$ cat src/adc_serial_pkg.sv
package adc_serial_pkg;
  // Clock rates
  localparam int REF_CLK_HZ = 200_000_000; // Block clock, 5 ns period
  localparam int OSC_HZ = 4_000_000; // Internal conversion oscillator
  localparam int OSC_DIV = REF_CLK_HZ / OSC_HZ; // Block cycles per oscillator tick
  localparam int CONV_OSC_TICKS = 16; // Oscillator ticks per conversion
  // Reference wake time after full power-down
  localparam int REF_WAKE_MS = 5;
  localparam int REF_WAKE_CYCLES = (REF_CLK_HZ / 1000) * REF_WAKE_MS;
  // Pin synchroniser lanes
  localparam int NPINS = 4;
  localparam int PIN_CS = 0;
  localparam int PIN_SCLK = 1;
  localparam int PIN_DIN = 2;
  localparam int PIN_FS = 3;
  localparam logic [NPINS-1:0] PIN_IDLE = 4'h9; // Chip select and frame sync idle high, no false edge
  // Frame layout
  localparam int CMD_BITS = 8;
  localparam int RESULT_BITS = 16;
  localparam int FRAME_BITS = 24;
  localparam logic [2:0] CMD_LAST = 3'h7; // Index of last command bit
  localparam logic [1:0] TRAIL_BITS = 2'h0; // trailing_bit_hi, trailing_bit_lo
  localparam logic [5:0] FRAME_PAD = 6'h00;
  localparam logic [6:0] DSP_PAD = 7'h00;
  // Command byte fields
  localparam int CMD_SCAN_BIT = 0;
  localparam int CMD_CH_LSB = 4;
  localparam int CH_BITS = 3;
  localparam logic [3:0] CONV_LAST = 4'hf; // CONV_OSC_TICKS - 1

  // Gray along OFF -> CMD -> CONV -> SHIFT
  typedef enum logic [2:0]
  {
    ST_OFF = 3'h0,
    ST_CMD = 3'h1,
    ST_CONV = 3'h3,
    ST_SHIFT = 3'h2,
    ST_DSP_IDLE = 3'h6
  } phase_t;

  // Result word, two trailing bits, then zeros
  function automatic logic [FRAME_BITS-1:0] build_frame(input logic [RESULT_BITS-1:0] r);
    return {r, TRAIL_BITS, FRAME_PAD};
  endfunction

  // Channel field of a command byte
  function automatic logic [CH_BITS-1:0] cmd_channel(input logic [CMD_BITS-1:0] c);
    return c[CMD_CH_LSB +: CH_BITS];
  endfunction
endpackage

$ cat src/pin_sync_if.sv
`timescale 1ns/1ps
interface pin_sync_if #(parameter int N = 4);
  logic [N-1:0] level; // Filtered pin levels
  logic [N-1:0] rise; // One-cycle rising pulses
  logic [N-1:0] fall; // One-cycle falling pulses
  modport producer (output level, rise, fall);
  modport consumer (input level, rise, fall);
endinterface

$ cat src/pin_sync.sv
`timescale 1ns/1ps
module pin_sync
  import adc_serial_pkg::*;
#(
  parameter int N = NPINS,
  parameter logic [N-1:0] IDLE = PIN_IDLE
)
(
  input wire logic ref_clk, // Block clock
  input wire logic rst, // Synchronous reset, high
  input wire logic clk_en, // Freezes state while low
  input wire logic [N-1:0] pins, // Raw asynchronous pins
  pin_sync_if.producer sif // Filtered levels and edges
);
  logic [N-1:0] s1_reg; // First stage, read only by s2
  logic [N-1:0] s2_reg;
  logic [N-1:0] s3_reg;
  logic [N-1:0] level_reg; // Accepted level
  logic [N-1:0] rise_reg;
  logic [N-1:0] fall_reg;
  logic [N-1:0] take; // Stages agree on a new level

  assign take = ~(s2_reg ^ s3_reg) & (s3_reg ^ level_reg);

  // Three-stage chain
  always_ff @(posedge ref_clk)
  begin
    if (rst)
    begin
      s1_reg <= IDLE;
      s2_reg <= IDLE;
      s3_reg <= IDLE;
    end
    else if (clk_en)
    begin
      s1_reg <= pins;
      s2_reg <= s1_reg;
      s3_reg <= s2_reg;
    end
  end

  // Change counts once stages two and three agree
  always_ff @(posedge ref_clk)
  begin
    if (rst)
    begin
      level_reg <= IDLE;
      rise_reg <= '0;
      fall_reg <= '0;
    end
    else if (clk_en)
    begin
      level_reg <= level_reg ^ take;
      rise_reg <= take & s3_reg;
      fall_reg <= take & ~s3_reg;
    end
  end

  assign sif.level = level_reg;
  assign sif.rise = rise_reg;
  assign sif.fall = fall_reg;
endmodule

$ cat src/adc_serial_readout_interface.sv
`timescale 1ns/1ps
module adc_serial_readout_interface
  import adc_serial_pkg::*;
#(
  parameter int WAKE_CYCLES = REF_WAKE_CYCLES // Shorten in simulation
)
(
  input wire logic ref_clk, // Block clock, 200 MHz
  input wire logic rst, // Synchronous reset, high
  input wire logic clk_en, // Freezes all state while low
  input wire logic cs_n, // Chip select pin, low active
  input wire logic sclk, // Serial clock pin
  input wire logic din, // Serial data in pin
  input wire logic frame_sync_in, // Frame sync from processor
  input wire logic ext_clock_mode, // 1: serial clock times conversion
  input wire logic [RESULT_BITS-1:0] sample_data, // Result from converter core
  output logic dout, // Serial data out pin
  output logic frame_sync_out, // Frame sync to processor
  output logic sample_req, // Pulse: core samples now
  output logic [CH_BITS-1:0] channel, // Commanded channel
  output logic scan_en, // Channel scanning allowed
  output logic osc_run, // Internal oscillator enabled
  output logic conv_busy, // Conversion in progress
  output logic dsp_mode, // Frame-sync mode active
  output logic ref_ready // Reference settled after wake
);
  localparam int WAKE_W = $clog2(WAKE_CYCLES + 1);
  localparam logic [WAKE_W-1:0] WAKE_LAST = WAKE_W'(WAKE_CYCLES);
  localparam logic [5:0] OSC_LAST = 6'(OSC_DIV - 1);

  pin_sync_if #(.N(NPINS)) sif (); // Synchronised pins

  pin_sync #(.N(NPINS), .IDLE(PIN_IDLE)) u_sync
  (
    .ref_clk(ref_clk),
    .rst(rst),
    .clk_en(clk_en),
    .pins({frame_sync_in, din, sclk, cs_n}),
    .sif(sif.producer)
  );

  phase_t state_reg; // Transfer phase
  logic dsp_reg; // Frame-sync mode latched
  logic [2:0] bit_reg; // Command bits taken
  logic [CMD_BITS-1:0] cmd_reg; // Command shifter
  logic [CH_BITS-1:0] ch_reg; // Channel latched
  logic scan_reg; // Scan request latched
  logic [FRAME_BITS-1:0] shift_reg; // Output shifter
  logic fso_reg; // Frame-sync out
  logic [5:0] osc_reg; // Oscillator divider
  logic [3:0] conv_reg; // Oscillator ticks into conversion
  logic [WAKE_W-1:0] wake_reg; // Reference wake counter
  logic cs_high, cs_fall, sclk_rise, sclk_fall, fs_rise;
  logic cmd_done_std, cmd_done_dsp, osc_tick, conv_done_int, load_std;
  logic [CMD_BITS-1:0] cmd_full; // Command byte including the bit now latching
  logic msb_reg; // Result MSB loaded with frame-sync out

  assign cs_high = sif.level[PIN_CS];
  assign cs_fall = sif.fall[PIN_CS];
  assign sclk_rise = sif.rise[PIN_SCLK] & ~cs_high;
  assign sclk_fall = sif.fall[PIN_SCLK] & ~cs_high;
  assign fs_rise = sif.rise[PIN_FS] & dsp_reg & ~cs_high;
  // Command byte complete; DSP samples on the eighth rise
  assign cmd_done_std = (state_reg == ST_CMD) & ~dsp_reg & sclk_fall & (bit_reg == CMD_LAST);
  assign cmd_done_dsp = (state_reg == ST_CMD) & dsp_reg & sclk_rise & (bit_reg == CMD_LAST);
  assign osc_tick = osc_run & (osc_reg == OSC_LAST);
  assign conv_done_int = (state_reg == ST_CONV) & osc_tick & (conv_reg == CONV_LAST);
  assign load_std = (cmd_done_std & ext_clock_mode) | conv_done_int;
  assign cmd_full = {cmd_reg[CMD_BITS-2:0], sif.level[PIN_DIN]};

  // Mode latched only at chip select fall
  always_ff @(posedge ref_clk)
  begin
    if (rst)
      dsp_reg <= 1'b0;
    else if (clk_en)
    begin
      if (cs_high || !ext_clock_mode)
        dsp_reg <= 1'b0;
      else if (cs_fall)
        dsp_reg <= ~sif.level[PIN_FS];
      // Otherwise held while select stays low
    end
  end

  // Phase sequencing
  always_ff @(posedge ref_clk)
  begin
    if (rst)
      state_reg <= ST_OFF;
    else if (clk_en)
    begin
      if (cs_high)
        state_reg <= ST_OFF; // Select high aborts and shuts down
      else if (cs_fall)
        // Mode decided from the pin directly, dsp_reg updates this same edge
        state_reg <= (~sif.level[PIN_FS] & ext_clock_mode) ? ST_DSP_IDLE : ST_CMD;
      else if (fs_rise)
        state_reg <= ST_CMD;
      else
      begin
        unique case (state_reg)
          ST_CMD:
          begin
            if (cmd_done_dsp || (cmd_done_std && ext_clock_mode))
              state_reg <= ST_SHIFT;
            else if (cmd_done_std)
              state_reg <= ST_CONV; // Oscillator takes over
          end
          ST_CONV:
          begin
            if (conv_done_int)
              state_reg <= ST_SHIFT;
          end
          ST_OFF, ST_SHIFT, ST_DSP_IDLE:
            state_reg <= state_reg; // Leave only on select or sync
          default:
            state_reg <= ST_OFF; // Illegal code
        endcase
      end
    end
  end

  // Command input, latched on the falling edge
  always_ff @(posedge ref_clk)
  begin
    if (rst)
    begin
      bit_reg <= '0;
      cmd_reg <= '0;
    end
    else if (clk_en)
    begin
      if (cs_fall || fs_rise)
        bit_reg <= '0;
      else if ((state_reg == ST_CMD) && sclk_fall)
      begin
        bit_reg <= bit_reg + 3'h1;
        cmd_reg <= {cmd_reg[CMD_BITS-2:0], sif.level[PIN_DIN]};
      end
    end
  end

  // Channel and scan taken when the command completes
  always_ff @(posedge ref_clk)
  begin
    if (rst)
    begin
      ch_reg <= '0;
      scan_reg <= 1'b0;
    end
    else if (clk_en)
    begin
      if (cmd_done_std)
      begin
        // Scan bit is the last one in, so take it from the full byte
        ch_reg <= cmd_channel(cmd_full);
        scan_reg <= cmd_full[CMD_SCAN_BIT];
      end
      else if (cmd_done_dsp)
      begin
        // Last bit not latched yet; channel field already complete
        ch_reg <= cmd_channel({cmd_reg[CMD_BITS-2:0], 1'b0});
        scan_reg <= 1'b0;
      end
    end
  end

  // Output shifter; leading zero byte falls out of clearing it at select fall or frame-sync rise
  always_ff @(posedge ref_clk)
  begin
    if (rst)
      shift_reg <= '0;
    else if (clk_en)
    begin
      if (cs_high || cs_fall || fs_rise)
        shift_reg <= '0;
      else if (load_std)
        shift_reg <= build_frame(sample_data);
      else if (cmd_done_dsp)
        shift_reg <= {1'b0, sample_data, DSP_PAD}; // MSB on the ninth rise
      else if ((state_reg == ST_SHIFT) && (dsp_reg ? sclk_rise : sclk_fall))
        shift_reg <= {shift_reg[FRAME_BITS-2:0], 1'b0};
    end
  end

  // Frame-sync out lasts one serial clock period
  always_ff @(posedge ref_clk)
  begin
    if (rst)
      fso_reg <= 1'b0;
    else if (clk_en)
    begin
      if (cmd_done_dsp)
        fso_reg <= 1'b1;
      else if (cs_high || sclk_rise)
        fso_reg <= 1'b0;
    end
  end

  // Result MSB kept beside frame-sync out so its check needs no deep history
  always_ff @(posedge ref_clk)
  begin
    if (rst)
      msb_reg <= 1'b0;
    else if (clk_en && cmd_done_dsp)
      msb_reg <= sample_data[RESULT_BITS-1];
  end

  // Internal oscillator; dead in external mode to keep the core quiet
  always_ff @(posedge ref_clk)
  begin
    if (rst)
    begin
      osc_reg <= '0;
      conv_reg <= '0;
    end
    else if (clk_en)
    begin
      if (!osc_run)
      begin
        osc_reg <= '0;
        conv_reg <= '0;
      end
      else if (osc_tick)
      begin
        osc_reg <= '0;
        conv_reg <= conv_reg + 4'h1;
      end
      else
        osc_reg <= osc_reg + 6'h1;
    end
  end

  // Reference wake timer, restarts on every shutdown
  always_ff @(posedge ref_clk)
  begin
    if (rst)
      wake_reg <= '0;
    else if (clk_en)
    begin
      if (cs_high)
        wake_reg <= '0;
      else if (wake_reg != WAKE_LAST)
        wake_reg <= wake_reg + WAKE_W'(1);
    end
  end

  assign osc_run = (state_reg == ST_CONV) & ~ext_clock_mode;
  assign dout = shift_reg[FRAME_BITS-1];
  assign frame_sync_out = fso_reg;
  assign sample_req = cmd_done_std | cmd_done_dsp;
  assign channel = ch_reg;
  assign scan_en = scan_reg & ~dsp_reg;
  assign conv_busy = (state_reg == ST_CONV);
  assign dsp_mode = dsp_reg;
  assign ref_ready = (wake_reg == WAKE_LAST);
endmodule

$ cat config.mk
export PLATFORM = sky130hd
export DESIGN_NAME = adc_serial_readout_interface
export DESIGN_NICKNAME = d
export VERILOG_FILES = /design/src/adc_serial_pkg.sv /design/src/pin_sync_if.sv /design/src/pin_sync.sv /design/src/adc_serial_readout_interface.sv
export SDC_FILE = /design/constraint.sdc
export NUM_CORES = 1
export LEC_CHECK = 0
export BUFFER_PORTS_ARGS = -buffer_cell sky130_fd_sc_hd__buf_2
export CORE_MARGIN = 2
export CORE_UTILIZATION = 35
export CTS_CLUSTER_SIZE = 20
export DETAILED_ROUTE_END_ITERATION = 12
export REMOVE_ABC_BUFFERS = 1
export SETUP_SLACK_MARGIN = 0.2
export SYNTH_ARGS = -nofsm -noshare
export SYNTH_HDL_FRONTEND = slang
export SYNTH_HIERARCHICAL = 1
export SYNTH_SLANG_ARGS = --single-unit
$ cat constraint.sdc
create_clock -name ref_clk -period 2.3 [get_ports ref_clk]
set_input_delay 0 -clock ref_clk [delete_from_list [all_inputs] [get_ports ref_clk]]
set_output_delay 0 -clock ref_clk [all_outputs]
set_load 0.02 [all_outputs]
After elaboration in Yosys (flattened, before gate mapping)

Cells that the tools add are included.

Output and inout port bits: 11
Bits in registers: 94
Input bits: 24
Word-level logic and storage cells: 122

$add $sub $neg: 4
Reductions and logical operators: 27
Eq/ne operators: 13
Bitwise logic cells: 32
Multiplexer cells: 29

Operators by type and width:

| kind                                                                   | number |
|---|---|
| 24-bit two-way mux                                                     | 4 |
| 20-bit two-way mux                                                     | 2 |
| 3-bit two-way mux                                                      | 11 |
| 20-bit by 1-bit adder with 20-bit output (second input constant)       | 1 |
| 20-bit equality test (second input constant)                           | 1 |
| 20-bit != test (second input constant)                                 | 1 |
| 1-bit bitwise AND                                                      | 17 |
| 2-bit AND reduction                                                    | 7 |
| 6-bit two-way mux                                                      | 2 |
| 4-bit XOR                                                              | 3 |
| 2-bit nonzero test                                                     | 5 |
| 3-bit one-hot mux with 3 select lines                                  | 1 |
| 4-bit bitwise AND                                                      | 2 |
| 4-bit two-way mux                                                      | 2 |
| 1-bit two-way mux                                                      | 7 |
| 6-bit by 1-bit adder with 6-bit output (second input constant)         | 1 |
| 3-bit by 2-bit equality test with 1-bit output (second input constant) | 2 |
| 3-bit equality test (second input constant)                            | 2 |
| 6-bit equality test (second input constant)                            | 1 |
| 1-bit logical OR                                                       | 6 |
| 6-bit by 3-bit != test with 1-bit output (second input constant)       | 1 |
| 5-bit by 1-bit != test with 1-bit output (second input constant)       | 1 |
| 1-bit inverter                                                         | 5 |
| 4-bit by 1-bit adder with 4-bit output (second input constant)         | 1 |
| other kinds (16)                                                       | 19 |

Logic depth before layout (Yosys ltp)

Depth in word-level cells: 11
Mapped depth: 8
Mapped depth without buffers: 7

By module

The synthesis kept the hierarchy.

By module, submodules not included:

| module                       | times used | cells each | area each (um^2) |
|---|---|---|---|
| adc_serial_readout_interface | 1          | 367        | 3350.7 |
| pin_sync                     | 1          | 98         | 930.9 |

Worst setup path before layout

Ideal clock, no wire load.

Kind: flip-flop to flip-flop
From: register dsp_reg, in the netlist dsp_mode
To: register shift_reg[16]
Path buffers: 2
Setup time: 60 ps
Setup slack: 197 ps
Stages on the path, launching flop included: 8
Data arrival time: 2043 ps
Period minus slack after synthesis: 2103 ps
Data required time: 2240 ps
Cell sequence: dfxtp_1 -> buf_6 -> mux2_4 -> and3_4 -> or4_4 -> a21oi_4 -> buf_6 -> a32o_1

Cells in the longest elaborated chain, start to end: 8
Elaborated cells on any way between the ends: 19
Those cells by class: mux (4); bitwise (11); reduce/logical (4)

Ends and longest elaborated chain:

| what                                                                       | line                                | RTL |
|---|---|---|
| start: declaration                                                         | adc_serial_readout_interface.sv:43  | `logic dsp_reg;` |
| start signal: assignment                                                   | adc_serial_readout_interface.sv:81  | `dsp_reg <= ~sif.level[PIN_FS];` |
| 1-bit inverter                                                             | adc_serial_readout_interface.sv:64  | `assign cmd_done_std = (state_reg == ST_CMD) & ~dsp_reg & sclk_fall & (bit_reg == CMD_LAST);` |
| 1-bit bitwise AND (3 in series)                                            | adc_serial_readout_interface.sv:64  |  |
| 1-bit bitwise AND                                                          | adc_serial_readout_interface.sv:68  | `assign load_std = (cmd_done_std & ext_clock_mode) \| conv_done_int;` |
| 1-bit OR                                                                   | adc_serial_readout_interface.sv:68  |  |
| 4-bit nonzero test (no line) / 24-bit two-way mux (equally long branches)  | n/a                                 |  |
| 2-bit AND reduction (no line) / 24-bit two-way mux (equally long branches) | n/a                                 |  |
| end signal: assignment                                                     | adc_serial_readout_interface.sv:179 | `shift_reg <= build_frame(sample_data);` |
| end signal: assignment                                                     | adc_serial_readout_interface.sv:181 | `shift_reg <= {1'b0, sample_data, DSP_PAD};` |
| end signal: assignment                                                     | adc_serial_readout_interface.sv:183 | `shift_reg <= {shift_reg[FRAME_BITS-2:0], 1'b0};` |
| end: declaration                                                           | adc_serial_readout_interface.sv:48  | `logic [FRAME_BITS-1:0] shift_reg;` |

Several ways; a longest one is shown, not always the timed one.
A chain may end at the register's enable or synchronous reset.

Worst setup path in the final report

From: register bit_reg[0]
To: register shift_reg[10]

Cells in the longest elaborated chain, start to end: 6
Elaborated cells on any way between the ends: 10
Those cells by class: eq/ne (1); mux (3); bitwise (4); reduce/logical (2)

Ends and longest elaborated chain:

| what                                                                       | line                                                                   | RTL |
|---|---|---|
| start: declaration                                                         | adc_serial_readout_interface.sv:44                                     | `logic [2:0] bit_reg;` |
| start signal: assignment                                                   | adc_serial_readout_interface.sv:138                                    | `bit_reg <= bit_reg + 3'h1;` |
| 3-bit equality test *                                                      | adc_serial_readout_interface.sv:64, adc_serial_readout_interface.sv:65 |  |
| 1-bit bitwise AND                                                          | adc_serial_readout_interface.sv:64                                     |  |
| 1-bit bitwise AND                                                          | adc_serial_readout_interface.sv:68                                     |  |
| 1-bit OR                                                                   | adc_serial_readout_interface.sv:68                                     |  |
| 4-bit nonzero test (no line) / 24-bit two-way mux (equally long branches)  | n/a                                                                    |  |
| 2-bit AND reduction (no line) / 24-bit two-way mux (equally long branches) | n/a                                                                    |  |

Mark *: on every way between the ends. The rest lies on a longest branch, timed or not.

==> results.toml <==
[pwr]
pwr_density_cell_nw_per_um2 = 643
p_leak_nw = 1.94
total_power_mw = 3.15
ir_drop_mv = 0.423

[clock_tree]
clk_pin_slew_ns = 0.06
numCtsBuffers = 9
cts_tree = "built"
clock_latency_ns = 0.34
cts-htree-levels = 3
clkSinkCount = 85
clk_path_buf_depth = 2
cts-root-buf = "clkbuf_16"

[placed_design]
dp.final_hpwl_um = 5810
numPlacedInstances = 610
gp_congestion = 0.782
dp_slack_ns = 0.240
numPortBuffers = 34
placed_area_sq_um = 4440

[setup_path]
worst_setup_path_start_kind = "register"
crit_family = "buffers and inverters"
crit_type = "register to register"
critical_path.cell_chain = "ha_1, ha_1, nand2b_4, buf_4, nor3_4, buf_12, clkbuf_16, mux2i_1, nand2_1, a32o_1"
cp_common_cell = "ha_1"
slowest_delay_ns = 0.34
cp_num_buf_inv = 3
required_ns = 2.54
crit_fanout = 4
arrival_ns = 2.22
worstSetupEndpointType = "register"
crit_slowest_cell = "dfxtp_1"

[die]
ioPinCount = 35
die_w_um = 113
fp-row-count = 39
die_area_sq_um = 12700
start_util_pct = 36.0
fp.dieH_um = 113
core_sq_um = 11500

[sta]
holdWs_ns = 0.0120
fin_crit_sh_pct = 86.4
fmax_mhz = 503
tightest_slew_ns = 0.608
setup_viol = 0
rsz0062_at_grt = "no"
fin_ws_ns = 0.313
hold_viol_final = 0
drv_slew = 0
finalCriticalPeriod_ns = 1.99
skew_ns = 0.00497
tns_ns = 0
relSlewSlack_pct = 59.5

[detailed_routing]
vias = 3279
drt_iter0_drc = 271
drtAntennaViolNets = 0
remaining_drc_errors = 0
dr.pass1.iters = 4
vias_per_cell = 5.16
wl_per_cell_um = 13.6
wl_um = 8640

[min_path]
worstHoldPathType = "primary input to register"

[global_route]
antenna_found_initial = 0
grt_start_max_net_pins = 33
grtUsageTotal_pct = 13.8
grt_pass1_vias = 3067
grt_pass1_wl_um = 14500
gr-total-overflow = 0

[layout]
drive_above_1_share_pct = 17.1
num_antenna_cells = 0
final_cells = 635
largest_reg_flops = 20
finalNetCount = 518
area_delta_synth_final_pct = 18.6
design_area_sq_um = 4900
utilization_pct = 42.7

[logic_synthesis]
yosys_warnings = 6
synthCells = 448
syn_area_sq_um = 4130
avgSynthCellArea_sq_um = 9.22

[run_status]
status = "finished, final reports clean"

[run]
maxCapViolations = 0
worst paths after layout:
| kind | start | end | slack [ns] | cells past startpoint |
|---|---|---|---|---|
| worst min register to register | u_sync/s1_reg[3]$_SDFFE_PP1P_ | u_sync/s2_reg[3]$_SDFFE_PP1P_ | 0.46 | 1 |
| worst min-delay path | sample_data[6] | shift_reg[14]$_SDFFE_PP0P_ | 0.01 | 3 |
| worst max-delay path | bit_reg[0]$_SDFFE_PP0P_ | shift_reg[10]$_SDFFE_PP0P_ | 0.31 | 10 |
| worst max register to register | bit_reg[0]$_SDFFE_PP0P_ | shift_reg[10]$_SDFFE_PP0P_ | 0.31 | 10 |
placed cells by master (no fill, tap or decap), drive strengths merged, types with 12 or more instances in the layout:
master	n
a21oi	18
buf	47
clkbuf	13
dfxtp	85
inv	12
mux2i	29
nand2	29
nand2b	15
nor2	57
o21ai	18
layer usage:
layer,up-vias,wire length (um),track usage [%]
met5,-,0,0
met2,55,3880,21.0
met1,1531,4280,18.5
met4,0,82,4.07
met3,5,401,5.08
li1,1688,-,-
where the power goes:
part	switching [mW]	leakage [nW]	internal [mW]
registers	0.0121	0.688	1.49
clock network	0.610	0.157	0.912
logic	0.0738	1.09	0.0574
total	0.696	1.94	2.46
final cells by class:
type | count | area [sq um]
inverter | 10 | 37.5
multi-input combinational | 327 | 2260
fill | 1139 | 6570
clock buffer | 11 | 253
clock inverter | 5 | 65.1
timing repair buffer | 54 | 405
tap | 143 | 179
sequential | 85 | 1700
repair_timing:
action / 4_1_cts / 5_1_grt
hold buffers: 5 / 0
gates resized for setup: 0 / 4
setup buffers: 0 / 2
hold endpoints to repair: 5 / 0
setup endpoints to repair: 0 / 17
worst min-delay path, cell delays in order:
cell and delay (ns):
buf_2 0.09, nand2b_1 0.09, a32o_1 0.15
Note: power is estimated with default switching activity, not from simulation.
